**src/design/twc_map.vh**
```
// register indices, field positions, reset values and encodings of the timer control block
`ifndef TWC_MAP_VH
`define TWC_MAP_VH
// register indices; byte address is four times the index
`define TWC_IDX_ENABLE_CTRL 6'h00
`define TWC_IDX_WAVE_CTRL 6'h01
`define TWC_IDX_OUT_FORCE 6'h02
`define TWC_IDX_SPLIT 6'h03
`define TWC_IDX_CMD_CLR 6'h04
`define TWC_IDX_CMD_SET 6'h05
`define TWC_IDX_BV_CLR 6'h06
`define TWC_IDX_BV_SET 6'h07
`define TWC_IDX_COUNT 6'h20
`define TWC_IDX_PERIOD 6'h26
`define TWC_IDX_COMPARE_ZERO_VALUE 6'h28
`define TWC_IDX_CMP1 6'h2a
`define TWC_IDX_CMP2 6'h2c
`define TWC_IDX_PERIOD_BUFFER 6'h36
`define TWC_IDX_CMP0BUF 6'h38
`define TWC_IDX_CMP1BUF 6'h3a
`define TWC_IDX_CMP2BUF 6'h3c
// wave control fields
`define TWC_WAVE_MODE_LSB 0
`define TWC_WAVE_AUTO_LOCK_UPDATE_BIT 3
`define TWC_WAVE_CHEN_LSB 4
// command register fields
`define TWC_CMD_DIR_BIT 0
`define TWC_CMD_LOCK_UPDATE_BIT 1
`define TWC_CMD_CMD_LSB 2
// buffer valid fields
`define TWC_BV_PER_BIT 0
`define TWC_BV_CMP_LSB 1
// waveform modes
`define TWC_MODE_NORMAL 3'h0
`define TWC_MODE_FRQ 3'h1
`define TWC_MODE_SINGLE 3'h3
`define TWC_MODE_DS_TOP 3'h5
`define TWC_MODE_DS_BOTH 3'h6
`define TWC_MODE_DS_BOTTOM 3'h7
// commands
`define TWC_CMD_NONE 2'h0
`define TWC_CMD_UPDATE 2'h1
`define TWC_CMD_RESTART 2'h2
`define TWC_CMD_HARD_RESET 2'h3
// reset values
`define TWC_RST_CTRL8 8'h00
`define TWC_RST_TOP16 16'hffff
`define TWC_RST_ZERO16 16'h0000
`endif

```
**src/design/twc_timer_ctrl.v**
```verilog
// timer waveform control: apb registers, mode decode, buffered update and waveform outputs
`timescale 1ns/1ps
`include "twc_map.vh"
module twc_timer_ctrl #(
   parameter CW = 16,
   parameter NCH = 3
) (
   input wire clk_sys_in,
   input wire rst_n_in,
   input wire psel_in,
   input wire penable_in,
   input wire pwrite_in,
   input wire [7:0] paddr_in,
   input wire [31:0] pwdata_in,
   output reg [31:0] prdata_out,
   output reg pready_out,
   output reg pslverr_out,
   output reg [NCH-1:0] waveform_output_pin_out,
   output reg [NCH-1:0] pin_override_out,
   output reg overflow_event_out,
   output reg update_event_out,
   output reg split_enable_out
);

   // one wait state: data and error are registered on the same edge that pready rises
   wire access = psel_in & penable_in;
   wire commit = access & pready_out;
   wire wr = commit & pwrite_in;
   wire [5:0] idx = paddr_in[7:2];

   function mapped;
      input [7:0] a;
      begin
         case (a[7:2])
            `TWC_IDX_ENABLE_CTRL, `TWC_IDX_WAVE_CTRL, `TWC_IDX_OUT_FORCE, `TWC_IDX_SPLIT,
            `TWC_IDX_CMD_CLR, `TWC_IDX_CMD_SET, `TWC_IDX_BV_CLR, `TWC_IDX_BV_SET,
            `TWC_IDX_COUNT, `TWC_IDX_PERIOD, `TWC_IDX_COMPARE_ZERO_VALUE, `TWC_IDX_CMP1, `TWC_IDX_CMP2,
            `TWC_IDX_PERIOD_BUFFER, `TWC_IDX_CMP0BUF, `TWC_IDX_CMP1BUF,
            `TWC_IDX_CMP2BUF: mapped = (a[1:0] == 2'h0);
            default: mapped = 1'b0;
         endcase
      end
   endfunction

   // one-hot write strobe per register index; a wire so every reader sees it change
   wire [63:0] hit = (wr & (paddr_in[1:0] == 2'h0)) ? (64'h1 << idx) : 64'h0;

   reg enable_q;
   reg [2:0] wave_mode_q;
   reg auto_lock_q;
   reg [NCH-1:0] ch_en_q;
   reg [NCH-1:0] force_q;
   reg split_q;
   reg lock_update_q, lock_update_d;
   reg dir_q, dir_d;
   reg per_bv_q, per_bv_d;
   reg [NCH-1:0] cmp_bv_q, cmp_bv_d;
   reg [CW-1:0] cnt_q, cnt_d;
   reg [CW-1:0] per_q, per_d;
   reg [CW-1:0] period_buffer_q;
   reg [CW-1:0] cmp_q [0:NCH-1];
   reg [CW-1:0] cmpbuf_q [0:NCH-1];
   reg [NCH-1:0] wg_q, wg_d;
   reg ovf_d, upd_d;

   wire wr_clr = hit[`TWC_IDX_CMD_CLR];
   wire wr_set = hit[`TWC_IDX_CMD_SET];
   // split flag follows a write at once so the datapath switches maps without delay
   wire split_d_w = hit[`TWC_IDX_SPLIT] ? pwdata_in[0] : split_q;
   wire [1:0] cmd = (wr_clr | wr_set) ? pwdata_in[`TWC_CMD_CMD_LSB +: 2] : `TWC_CMD_NONE;
   wire hard_rst = (cmd == `TWC_CMD_HARD_RESET) & ~enable_q;
   wire restart = (cmd == `TWC_CMD_RESTART);
   wire force_upd = (cmd == `TWC_CMD_UPDATE);

   // mode decode; reserved codes fall through to plain counting
   wire m_frq = (wave_mode_q == `TWC_MODE_FRQ);
   wire m_ss = (wave_mode_q == `TWC_MODE_SINGLE);
   wire m_ds = (wave_mode_q == `TWC_MODE_DS_TOP) | (wave_mode_q == `TWC_MODE_DS_BOTH) |
               (wave_mode_q == `TWC_MODE_DS_BOTTOM);
   wire m_wave = m_frq | m_ss | m_ds;
   wire [CW-1:0] top = m_frq ? cmp_q[0] : per_q;
   wire at_top = (cnt_q >= top);
   wire at_bot = (cnt_q == {CW{1'b0}});

   // counter, events and direction
   always @* begin
      cnt_d = cnt_q;
      dir_d = dir_q;
      ovf_d = 1'b0;
      upd_d = 1'b0;
      if (enable_q) begin
         if (m_ds) begin
            if (~dir_q & at_top) begin
               dir_d = 1'b1;
               cnt_d = cnt_q - 1'b1;
               ovf_d = (wave_mode_q != `TWC_MODE_DS_BOTTOM);
            end else if (dir_q & at_bot) begin
               dir_d = 1'b0;
               cnt_d = cnt_q + 1'b1;
               upd_d = 1'b1;
               ovf_d = (wave_mode_q != `TWC_MODE_DS_TOP);
            end else begin
               cnt_d = dir_q ? cnt_q - 1'b1 : cnt_q + 1'b1;
            end
         end else if (~dir_q) begin
            // up: wrap at TOP; single slope reports the event as BOTTOM is entered
            if (at_top) begin
               cnt_d = {CW{1'b0}};
               upd_d = 1'b1;
               ovf_d = 1'b1;
            end else begin
               cnt_d = cnt_q + 1'b1;
            end
         end else begin
            if (at_bot) begin
               cnt_d = top;
               upd_d = 1'b1;
               ovf_d = 1'b1;
            end else begin
               cnt_d = cnt_q - 1'b1;
            end
         end
      end
      if (restart) begin
         cnt_d = {CW{1'b0}};
         dir_d = 1'b0;
      end
      // software direction writes win over hardware steering
      if (wr_clr & pwdata_in[`TWC_CMD_DIR_BIT]) dir_d = 1'b0;
      if (wr_set & pwdata_in[`TWC_CMD_DIR_BIT]) dir_d = 1'b1;
      if (force_upd) upd_d = 1'b1;
   end

   wire xfer = upd_d & ~lock_update_q;

   // buffer valid flags and lock
   always @* begin
      per_bv_d = per_bv_q;
      cmp_bv_d = cmp_bv_q;
      lock_update_d = lock_update_q;
      per_d = per_q;
      if (xfer) begin
         per_bv_d = 1'b0;
         cmp_bv_d = {NCH{1'b0}};
         if (per_bv_q) per_d = period_buffer_q;
      end
      if (hit[`TWC_IDX_BV_CLR]) begin
         per_bv_d = per_bv_d & ~pwdata_in[`TWC_BV_PER_BIT];
         cmp_bv_d = cmp_bv_d & ~pwdata_in[`TWC_BV_CMP_LSB +: NCH];
      end
      if (hit[`TWC_IDX_BV_SET]) begin
         per_bv_d = per_bv_d | pwdata_in[`TWC_BV_PER_BIT];
         cmp_bv_d = cmp_bv_d | pwdata_in[`TWC_BV_CMP_LSB +: NCH];
      end
      // buffer writes placed last so a set wins over a same-cycle clear
      if (hit[`TWC_IDX_PERIOD_BUFFER]) per_bv_d = 1'b1;
      if (hit[`TWC_IDX_CMP0BUF]) cmp_bv_d[0] = 1'b1;
      if (hit[`TWC_IDX_CMP1BUF]) cmp_bv_d[1] = 1'b1;
      if (hit[`TWC_IDX_CMP2BUF]) cmp_bv_d[2] = 1'b1;
      if (hit[`TWC_IDX_PERIOD]) per_d = pwdata_in[CW-1:0];
      if (auto_lock_q) begin
         if (xfer) lock_update_d = 1'b1;
         else if ((cmp_bv_q & ch_en_q) == ch_en_q) lock_update_d = 1'b0;
      end
      if (wr_clr & pwdata_in[`TWC_CMD_LOCK_UPDATE_BIT]) lock_update_d = 1'b0;
      if (wr_set & pwdata_in[`TWC_CMD_LOCK_UPDATE_BIT]) lock_update_d = 1'b1;
   end

   // waveform generator levels
   integer k;
   always @* begin
      wg_d = wg_q;
      if (~enable_q) begin
         if (hit[`TWC_IDX_OUT_FORCE]) wg_d = pwdata_in[NCH-1:0];
      end else if (m_frq) begin
         if (upd_d) wg_d[0] = ~wg_q[0];
      end else if (m_ss | m_ds) begin
         for (k = 0; k < NCH; k = k + 1) begin
            wg_d[k] = (cnt_d < cmp_q[k]);
         end
      end
   end

   // register file and state
   genvar g;
   generate
      for (g = 0; g < NCH; g = g + 1) begin : gch
         always @(posedge clk_sys_in or negedge rst_n_in) begin
            if (!rst_n_in) begin
               cmp_q[g] <= `TWC_RST_ZERO16;
               cmpbuf_q[g] <= `TWC_RST_ZERO16;
            end else if (hard_rst) begin
               cmp_q[g] <= `TWC_RST_ZERO16;
               cmpbuf_q[g] <= `TWC_RST_ZERO16;
            end else begin
               if (hit[`TWC_IDX_COMPARE_ZERO_VALUE + 2 * g]) cmp_q[g] <= pwdata_in[CW-1:0];
               else if (xfer & cmp_bv_q[g]) cmp_q[g] <= cmpbuf_q[g];
               if (hit[`TWC_IDX_CMP0BUF + 2 * g]) cmpbuf_q[g] <= pwdata_in[CW-1:0];
            end
         end
      end
   endgenerate

   always @(posedge clk_sys_in or negedge rst_n_in) begin
      if (!rst_n_in) begin
         enable_q <= 1'b0;
         wave_mode_q <= 3'h0;
         auto_lock_q <= 1'b0;
         ch_en_q <= {NCH{1'b0}};
         force_q <= {NCH{1'b0}};
         split_q <= 1'b0;
         lock_update_q <= 1'b0;
         dir_q <= 1'b0;
         per_bv_q <= 1'b0;
         cmp_bv_q <= {NCH{1'b0}};
         cnt_q <= `TWC_RST_ZERO16;
         per_q <= `TWC_RST_TOP16;
         period_buffer_q <= `TWC_RST_ZERO16;
         wg_q <= {NCH{1'b0}};
      end else if (hard_rst) begin
         // hard reset returns the counter state, period, compare and buffer registers but keeps control configuration
         lock_update_q <= 1'b0;
         dir_q <= 1'b0;
         per_bv_q <= 1'b0;
         cmp_bv_q <= {NCH{1'b0}};
         cnt_q <= `TWC_RST_ZERO16;
         per_q <= `TWC_RST_TOP16;
         period_buffer_q <= `TWC_RST_ZERO16;
         wg_q <= {NCH{1'b0}};
      end else begin
         if (hit[`TWC_IDX_ENABLE_CTRL]) enable_q <= pwdata_in[0];
         if (hit[`TWC_IDX_WAVE_CTRL]) begin
            wave_mode_q <= pwdata_in[`TWC_WAVE_MODE_LSB +: 3];
            auto_lock_q <= pwdata_in[`TWC_WAVE_AUTO_LOCK_UPDATE_BIT];
            ch_en_q <= pwdata_in[`TWC_WAVE_CHEN_LSB +: NCH];
         end
         if (hit[`TWC_IDX_OUT_FORCE]) force_q <= pwdata_in[NCH-1:0];
         if (hit[`TWC_IDX_SPLIT]) split_q <= pwdata_in[0];
         if (hit[`TWC_IDX_PERIOD_BUFFER]) period_buffer_q <= pwdata_in[CW-1:0];
         if (hit[`TWC_IDX_COUNT]) cnt_q <= pwdata_in[CW-1:0];
         else cnt_q <= cnt_d;
         lock_update_q <= lock_update_d;
         dir_q <= dir_d;
         per_bv_q <= per_bv_d;
         cmp_bv_q <= cmp_bv_d;
         per_q <= per_d;
         wg_q <= wg_d;
      end
   end

   // read mux; command bits never stored so they read zero
   reg [31:0] rd;
   always @* begin
      rd = 32'h0000_0000;
      case (idx)
         `TWC_IDX_ENABLE_CTRL: rd[0] = enable_q;
         `TWC_IDX_WAVE_CTRL: rd[7:0] = {1'b0, ch_en_q, auto_lock_q, wave_mode_q};
         `TWC_IDX_OUT_FORCE: rd[NCH-1:0] = force_q;
         `TWC_IDX_SPLIT: rd[0] = split_q;
         `TWC_IDX_CMD_CLR, `TWC_IDX_CMD_SET: rd[1:0] = {lock_update_q, dir_q};
         `TWC_IDX_BV_CLR, `TWC_IDX_BV_SET: rd[3:0] = {cmp_bv_q, per_bv_q};
         `TWC_IDX_COUNT: rd[CW-1:0] = cnt_q;
         `TWC_IDX_PERIOD: rd[CW-1:0] = per_q;
         `TWC_IDX_COMPARE_ZERO_VALUE: rd[CW-1:0] = cmp_q[0];
         `TWC_IDX_CMP1: rd[CW-1:0] = cmp_q[1];
         `TWC_IDX_CMP2: rd[CW-1:0] = cmp_q[2];
         `TWC_IDX_PERIOD_BUFFER: rd[CW-1:0] = period_buffer_q;
         `TWC_IDX_CMP0BUF: rd[CW-1:0] = cmpbuf_q[0];
         `TWC_IDX_CMP1BUF: rd[CW-1:0] = cmpbuf_q[1];
         `TWC_IDX_CMP2BUF: rd[CW-1:0] = cmpbuf_q[2];
         default: rd = 32'h0000_0000;
      endcase
      if (!mapped(paddr_in)) rd = 32'h0000_0000;
   end

   always @(posedge clk_sys_in or negedge rst_n_in) begin
      if (!rst_n_in) begin
         pready_out <= 1'b0;
         prdata_out <= 32'h0000_0000;
         pslverr_out <= 1'b0;
         waveform_output_pin_out <= {NCH{1'b0}};
         pin_override_out <= {NCH{1'b0}};
         overflow_event_out <= 1'b0;
         update_event_out <= 1'b0;
         split_enable_out <= 1'b0;
      end else begin
         pready_out <= access & ~pready_out;
         prdata_out <= (access & ~pready_out & ~pwrite_in) ? rd : 32'h0000_0000;
         pslverr_out <= access & ~pready_out & ~mapped(paddr_in);
         // pins see the level only for enabled channels in waveform modes
         waveform_output_pin_out <= wg_d & ch_en_q & {NCH{m_wave}};
         pin_override_out <= ch_en_q & {NCH{m_wave}};
         overflow_event_out <= ovf_d;
         update_event_out <= upd_d;
         split_enable_out <= split_d_w;
      end
   end

endmodule

```
**config.mk**
```make
export PLATFORM = sky130hd
export DESIGN_NAME = twc_timer_ctrl
export DESIGN_NICKNAME = d
export VERILOG_FILES = /design/src/design/twc_timer_ctrl.v
export VERILOG_INCLUDE_DIRS = /design/src /design/src/design
export SDC_FILE = /design/constraint.sdc
export NUM_CORES = 1
export LEC_CHECK = 0
export BUFFER_PORTS_ARGS = -buffer_cell sky130_fd_sc_hd__clkbuf_2
export CORE_MARGIN = 4
export CORE_UTILIZATION = 66
export DETAILED_ROUTE_END_ITERATION = 7
export PLACE_DENSITY = 0.94
export SLEW_MARGIN = 25
export SYNTH_ARGS = -nofsm -noshare
export SYNTH_HDL_FRONTEND = slang
export SYNTH_SLANG_ARGS = --single-unit
```
**constraint.sdc**
```tcl
create_clock -name clk_sys_in -period 10.2 [get_ports clk_sys_in]
set_clock_uncertainty 0.05 [all_clocks]
set_input_delay 2.04 -clock clk_sys_in [delete_from_list [all_inputs] [get_ports clk_sys_in]]
set_output_delay 2.04 -clock clk_sys_in [all_outputs]
set_load 0.02 [all_outputs]
```
==> results by stage, run 1 <==
Timing:
- The measured slew at the worst slew-check pin is between 1 and 1.5 ns.
- The final clock period utilization by the worst path is between 60% and 70%.
- The shortest period the worst path allows is between 6 and 7 ns.
- The count of final setup violators is 0.
- Timing would allow up to around 0.15 GHz.
- Setup repair after global routing left no endpoint under its margin.
- The final max-slew violation count is 0.
- The number of hold-slack violations in the final timing report is 0.
- Setup total negative slack on the finished layout was measured at 0 ns.
- The worst-case headroom to the max-slew limit is between 20% and 30%.

Pwr:
- In this run the static leakage power is just under 6 nW.
- The total power divided by cell area is ~120 nW/um2.
- Total power for the finished layout comes to ~1.6 mW.
- Across the VDD grid, the largest voltage drop is around 0.13 mV.

Setup path:
- The highest net fanout along the worst path is 17.
- In this run the critical register-to-register path is launched from wave_mode_q[0].
- For this run, the slowest stage of the critical path takes between 0.6 and 0.7 ns.
- STA classifies the critical path endpoint as a register.
- At the worst endpoint, the required time is 10.53 ns.
- The slack of the worst reg-to-reg path is ~3.6 ns.
- For this design, the slowest cell found on the critical path is nor4b_2.
- The worst setup path is launched from an input pin.
- The type of the worst setup path is in -> reg.
- The depth of the worst register-to-register path is 22.
- The endpoint identified for the worst register-to-register timing path is waveform_output_pin_out[2].
- Traced cell by cell, the critical path runs through clkbuf_2, nor4b_2, nand2_1, nor3_1, nor3_1, and3_1, a221o_1, ha_1, a21o_1, a21o_1, a211oi_1, o22ai_1, a2111oi_0, a21oi_1, nor2_1, and2_1.
- The data arrival time of the critical path is between 7 and 8 ns.

CTS:
- After clock tree synthesis, the repair step resized 0 gates.
- TritonCTS built the clock tree.
- The clock sink count is roughly 190.
- The clock latency on the worst-skew pair is 0.45 ns.
- The clock-pin slew on the worst setup and hold paths is 0.07 ns.
- In this run the number of H-tree levels came out at 4.
- The clock passes through at most 2 buffers.
- The cell chosen for the clock root is clkbuf_16.
- The count of hold buffers inserted by post-cts repair is 0.
- Clock tree synthesis inserted a total of 17 buffers.
- The number of post-CTS setup repair buffers is 0.

Die:
- The die is 147 um wide.
- The overall die area is around 22,000 um2.
- The area of the core is approximately 19,000 um2.
- From bottom edge to top edge, the die measures ~150 um.
- In this run the count of I/O pins placed on the die edge is 88.
- The floorplan has 50 rows.
- The initial utilization of the core area, before any placement, comes to approximately two thirds.

Synthesis:
- The most repeated cell in the gate-level netlist after synthesis is dfrtp_1.
- Counting flops with an async set or reset pin after synthesis yields a share of 100%.
- The biggest area contributor in the post-synthesis netlist is dfrtp_1.
- Summed over its instances, the top area cell type makes up approximately a third of the synthesized netlist area.
- After synthesis the cells add up to ~13,000 um2.
- Sorting the synthesized cells by area gives the leading types as dfrtp_1, mux2i_1, ha_1, nor2_1, a21oi_1.
- The count of flip-flops with a built-in enable after synthesis is 0.
- The post-synthesis area per instance is 9.14 um2.
- The cell count after synthesis is roughly 1.4k.
- The number of register bits inferred by synthesis is 192.
- The most instantiated flip-flop cell in the synthesis netlist is dfrtp_1.
- Counting distinct cell types in the post-synthesis netlist gives 82.
- Sequential cells were found to cover between 30% and 40% of the synthesized design area.
- Sorting the synthesized cells by how often they occur yields dfrtp_1, mux2i_1, nor2_1.
- The Yosys warning count is 0.

Finish:
- For this run, the post-layout net count is roughly 1.5k.
- The diode insertion count for antenna repair is 0.
- The number of fill cells is about 1.3k.
- Cells fill 72.3% of the core in the end.
- The post-route netlist has approximately an eighth of its cells at a drive strength greater than 1.
- The post-synthesis to final-layout area growth is 7.22%.

Route:
- The routed design has 42,000 um of wire.
- The number of remaining DRC errors is 7.
- The detail route stage leaves a number of antenna-violating nets equal to 0.
- The average detailed-routed wire length per instance is ~25 um.
- The final route contains ~12k vias.
- The detailed router's first-iteration violation count is 2,069.
- The number of detailed-routing iterations run before antenna repair is 8.
- Dividing the detail-routed via count by the number of cells gives around 7.2.

Worst hold path:
- The depth of the worst hold-timing path is 1.
- The type of the most critical hold path is reg -> reg.
- The endpoint of the worst hold-timing path is pready_out.
- The source of the worst hold timing path is pready_out.

Global routing:
- The via count of the first global-routing pass came to ~12k.
- The initial antenna violation count came to 0.
- Entering global routing, the biggest net connects about 110 pins.
- The first global-routing pass estimated 64,900 um of wire.
- The global-route usage over all layers is 38.6%.
- The aggregate global routing overflow is 0.

Placement:
- Once detailed placement completed, the half-perimeter wirelength came to 28,600 um.
- The count of buffers inserted at the top-level ports is 55.
- The global placer's final weighted congestion is ~1.0.

Run status:
- The checks that failed: DRC.
- The run finished, with violations left.

Flow run:
- The count of maximum capacitance violations is 0.
[registers in the layout, indices dropped and copies added (netlist names), 3 cells and up]
register,cells
ch_en_q,3
cmp_bv_q,3
cmp_q,48
cmpbuf_q,48
cnt_q,16
force_q,3
per_q,16
period_buffer_q,16
pin_override_out,3
prdata_out,16
wave_mode_q,3
waveform_output_pin_out,3
wg_q,3
[final cells by class]
class                           instances  area [um2]  area share [%]
Sequential cell                       192        4820            35.4
Inverter                               69         259            1.90
Timing Repair Buffer                   75         438            3.21
Clock inverter                         13         173            1.27
Clock buffer                           19         443            3.25
Tap cell                              260         325            2.39
Multi-Input combinational cell       1023        7160            52.6
[placed cells by master, fill, tap and decap left out, types with 5 or more instances in the layout]
master / instances
nand2b_1: 11
nor3_1: 17
nor2b_1: 11
a222oi_1: 10
a211oi_1: 5
a22oi_1: 7
dfrtp_1: 176
a21oi_1: 107
nor2_1: 146
mux2i_1: 167
or3_1: 10
nand2_1: 89
o21a_1: 10
xnor2_1: 9
clkbuf_16: 17
buf_4: 19
mux2_2: 20
o22ai_1: 12
o21ai_1: 16
conb_1: 16
a221oi_1: 18
ha_1: 63
nand3_1: 30
nand4_1: 14
and2_1: 6
clkbuf_2: 54
inv_1: 69
and3_1: 7
o31ai_1: 9
dfstp_2: 16
a21o_1: 18
a31oi_1: 18
a22o_1: 5
o21ai_0: 71
[stage by stage]
stage,instances,worst slack [ns],cell area [um2],hold slack (ns)
CTS,1651,3.70,13600,0.451
floorplan,1405,4.47,12800,0.426
global route,1651,3.29,13600,0.489
detailed placement,1619,3.42,13000,0.433
finish,1651,3.48,13600,0.456
global placement,1619,3.43,13000,0.428
[power breakdown]
group,internal [mW],switching (mW)
logic,0.0278,0.0754
clock network,0.398,0.321
registers,0.767,0.00771
[critical path, delay by kind of cell]
kind,cells,cell delay [ns]
AOI/OAI and AO/OA,7,1.81
adders and majority gates,1,0.23
buffers and inverters,1,0.45
and+or+nand+nor,7,2.54
[worst max path at each step]
| stage | start | end | cells past startpoint |
|---|---|---|---|
| 6_report | paddr_in[4] | waveform_output_pin_out[2] | 16 |
| 5_1_grt | paddr_in[4] | waveform_output_pin_out[2] | 16 |
| 4_1_cts | wave_mode_q[0] | waveform_output_pin_out[2] | 22 |
| 3_5_place_dp | paddr_in[4] | waveform_output_pin_out[2] | 16 |
| 3_3_place_gp | paddr_in[4] | waveform_output_pin_out[2] | 16 |
| 2_1_floorplan | paddr_in[1] | wg_q[0] | 15 |
[cell families after synthesis]
logic type / Yosys count / synth area share [%]
compound gates: 357 / 18.3
simple gates: 383 / 14.5
xor+xnor: 12 / 0.827
fa+ha+maj: 63 / 6.20
buf+inv: 190 / 6.40
other cells: 1 / 0.0295
mux: 192 / 15.7
flops: 192 / 38.0
[layer usage]
layer  up-vias  wire (um)  global-route usage (%)
met5         -          0                       0
met1      5649      15100                    51.7
li1       4965          -                       -
met2      1069      17900                    56.6
met3       232       6550                    13.1
met4         0       2430                    18.1
Power figures use the tool's default switching activity.
==> run 2, diff against run 1 <==
--- a/config.mk
+++ b/config.mk
@@ -8,9 +8,9 @@
 export LEC_CHECK = 0
 export BUFFER_PORTS_ARGS = -buffer_cell sky130_fd_sc_hd__clkbuf_2
 export CORE_MARGIN = 4
-export CORE_UTILIZATION = 66
+export CORE_UTILIZATION = 62
 export DETAILED_ROUTE_END_ITERATION = 7
-export PLACE_DENSITY = 0.94
+export PLACE_DENSITY = 0.9
 export SLEW_MARGIN = 25
 export SYNTH_ARGS = -nofsm -noshare
 export SYNTH_HDL_FRONTEND = slang
==> constraint.sdc (replaced) <==
create_clock -name clk_sys_in -period 6.9 [get_ports clk_sys_in]
set_clock_uncertainty 0.05 [all_clocks]
set_input_delay 1.38 -clock clk_sys_in [delete_from_list [all_inputs] [get_ports clk_sys_in]]
set_output_delay 1.38 -clock clk_sys_in [all_outputs]
set_load 0.02 [all_outputs]
==> run 2 against run 1 <==
- the flow now finishes without violations
- largest power group unchanged
- cell count increased by 1.0%
- first-iteration DRC count decreased by 0.39%
- critical path type is now reg -> reg
- clock power increased by 46%
==> results by stage, run 2 (synthesis results as in run 1) <==
Run status:
- The run finished with clean final reports.

Pwr:
- For this design the static power due to leakage is between 5 and 6 nW.
- Combinational logic is responsible for between 6 and 7% of the overall power.
- Across the VDD grid, the largest voltage drop is around 0.18 mV.
- The design internal power is 1.73 mW.
- The clock network fraction of design power is between 40% and 50%.
- The power dissipated by switching net loads is 622 uW.
- Dividing total power by cell area gives a power density of ~170 nW/um2.
- Net switching is about a quarter of the power.
- The sequential group share of total power is roughly 49%.

Finish:
- The multi-input logic area is about 7200 um2.
- Cells fill between 60% and 70% of the core in the end.
- Compared with the post-synthesis result, the final layout area differs by 7.78%.
- The leading cell type in the layout, fill and taps excluded is dfrtp_1.
- The fraction of layout cells with a size suffix above 1 is ~14%.
- Summing all flip-flop and latch instances after layout gives around 4800 um2.
- The number of nets at the end of the flow is about 1.5k.
- The library cells used most frequently in the layout, excluding fill and tap cells, are dfrtp_1, mux2i_1, nor2_1.
- The number of fill cells is 1,471.
- In the final layout, the registers with the most flip-flops are cmp_q: 48 flops, cmpbuf_q: 48 flops.
- The finished layout holds 1,668 standard cells, fillers aside.

Setup path:
- The largest individual stage delay along the critical path comes from the cell nor3_1.
- The critical path starts at wave_mode_q[0].
- The total buffers and inverters traversed by the critical path is 1.
- The delay of the slowest cell on the worst path is 0.64 ns.
- The startpoint class of the critical path is a register.
- Grouping stages by cell kind, the critical path spends the most delay in compound AO/OA/AOI/OAI gates.
- The worst register-to-register path begins at wave_mode_q[0].
- The data arrival time of the critical path is just under 7 ns.
- The highest net fanout along the worst path is 17.
- The critical path in this run is classified as reg -> reg.
- Traced cell by cell, the critical path runs through nor3b_2, buf_4, mux2i_1, ha_1, a21oi_1, o21a_1, a2bb2oi_1, a31oi_4, nor3_1, and4_1, a221o_1, ha_1, a21o_1, a21oi_1, o211ai_1, a31oi_1, o311ai_0, a21boi_0.
- STA classifies the critical path endpoint as a register.
- The required time at the endpoint of the critical path is around 7 ns.

Placement:
- The global placer's final weighted congestion is between 1 and 1.5.
- Summed over all nets, the half-perimeter wirelength after detailed placement is approximately 29,000 um.
- The count of buffers inserted at the top-level ports is 55.
- Once placement completed, the tool counted placed cells totaling around 1.6k.
- Timing analysis after detailed placement gives a worst setup slack of 0.742 ns.

CTS:
- The number of post-CTS setup repair buffers is 0.
- The cell chosen for the clock root is clkbuf_16.
- The number of gates resized after cts is 0.
- The clock passes through at most 2 buffers.
- Buffers inserted during clock tree synthesis total 17.
- The count of hold buffers inserted by post-cts repair is 0.
- The clock latency on the worst-skew pair is 0.45 ns.
- The CTS tree is yes.
- The clock-pin slew on the worst setup and hold paths is around 0.080 ns.
- The H-tree level count is 4.
- CTS saw approximately 190 sinks.

Timing:
- The count of final setup violators is 0.
- In this run the tightest slew margin relative to its limit is about 28%.
- The maximum clock frequency is between 0.1 and 0.15 GHz.
- The final clock period utilization by the worst path is a little over nine tenths.
- Across all hold checks on the routed design, the worst slack comes to 0.465 ns.
- Setup slack closes at around 0.23 ns.
- Setup repair after global routing left no endpoint under its margin.
- The final max-slew violation count is 0.
- The number of hold-slack violations in the final timing report is 0.
- The smallest clock period supported by the final layout is computed as around 6.7 ns.
- For the pin with the worst max-slew slack, the measured transition is around 1.1 ns.
- The setup TNS is 0 ns.

Global routing:
- The pin count of the biggest net entering global routing is 77.
- The via count of the first global-routing pass was approximately 11k.
- The aggregate global routing overflow is 0.
- The global-route usage over all layers is 36.8%.
- The initial antenna violation count is 1.
- The first-pass GRT wire length is roughly 64,000 um.

Die:
- For this design the top-level I/O count stands at 88.
- The die is 151 um wide.
- From bottom edge to top edge, the die measures 151 um.
- The die covers 22,800 um2.
- The number of core rows is 52.
- The initial standard-cell utilization of the core is a little over three fifths.
- The core region is slightly above 20,000 um2.

Flow run:
- The count of maximum capacitance violations is 0.

Worst hold path:
- The min-delay analysis places its worst path in the category reg -> reg.
- The worst hold path begins at pready_out.

Route:
- The detailed router's first-iteration violation count is roughly 2k.
- For this run, design rule violations remaining after detail routing come to 0.
- The residual antenna-violating net count after detailed routing is 0.
- The via count of the routed design is 11.8k.
- The average detailed-routed wire length per instance is 25.0 um.
- The detail-routed via count per cell is slightly above 7.
- The routed wire length is roughly 42,000 um.
- The number of detailed-routing iterations run before antenna repair is 8.
==> run 2: cell count changes in the layout (fill, tap and decap cells not counted), sizes merged <==
cell      before  now
clkinv         2    7
inv           75   74
clkbuf        74   72
clkinvlp       2    1
bufinv         3    2
buf           20   26
diode          0    1
==> run 2: per-stage QoR <==
stage / total power, mW / cell area (um2)
3_3_place_gp: 1.31 / 13100
3_5_place_dp: 1.32 / 13100
4_1_cts: 2.34 / 13700
5_1_grt: 2.40 / 13700
2_1_floorplan: 1.26 / 12800
6_report: 2.35 / 13700
==> run 2: cell type report <==
cell class              instances  area share (%)
flip-flops and latches        192            35.2
clock buffers                  17            3.11
diodes                          1          0.0183
clock inverters                15            1.48
inverters                      69            1.89
repair buffers                 81            3.50
well taps                     270            2.47
multi-input cells            1023            52.3
==> run 2: path summary, 6_finish.rpt <==
kind,end,slack (ns),cells after the start
setup / recovery,waveform_output_pin_out[1],0.23,18
min in group asynchronous,update_event_out,0.89,1
max in group asynchronous,cmpbuf_q[44],4.64,2
hold / removal,pready_out,0.47,1
hold reg to reg,pready_out,0.47,1
setup reg to reg,waveform_output_pin_out[1],0.23,18
==> run 2: worst register-to-register path, cell delays in order (launching register included) <==
cell and delay [ns]:
dfrtp_1 0.55, nor3b_2 0.29, buf_4 0.36, mux2i_1 0.40, ha_1 0.33, a21oi_1 0.16, o21a_1 0.21, a2bb2oi_1 0.52
a31oi_4 0.32, nor3_1 0.64, and4_1 0.30, a221o_1 0.24, ha_1 0.29, a21o_1 0.17, a21oi_1 0.14, o211ai_1 0.14
a31oi_1 0.49, o311ai_0 0.47, a21boi_0 0.46
==> run 2: metal layers <==
metal	GRT usage, %	vias up	share of wire (%)
met5	0	-	0.031
met4	16.4	2	5.2
met3	12.4	219	16
met2	53.2	1020	43
met1	50.2	5583	36
li1	-	4983	-
==> run 2: power by group through the flow <==
stage	logic [mW]	clock network [mW]	registers, mW
final	0.158	1.05	1.15
after global routing	0.169	1.09	1.15
after CTS	0.152	1.04	1.14
after floorplan	0.0941	0	1.16
after global placement	0.145	0	1.17
after detailed placement	0.150	0	1.17
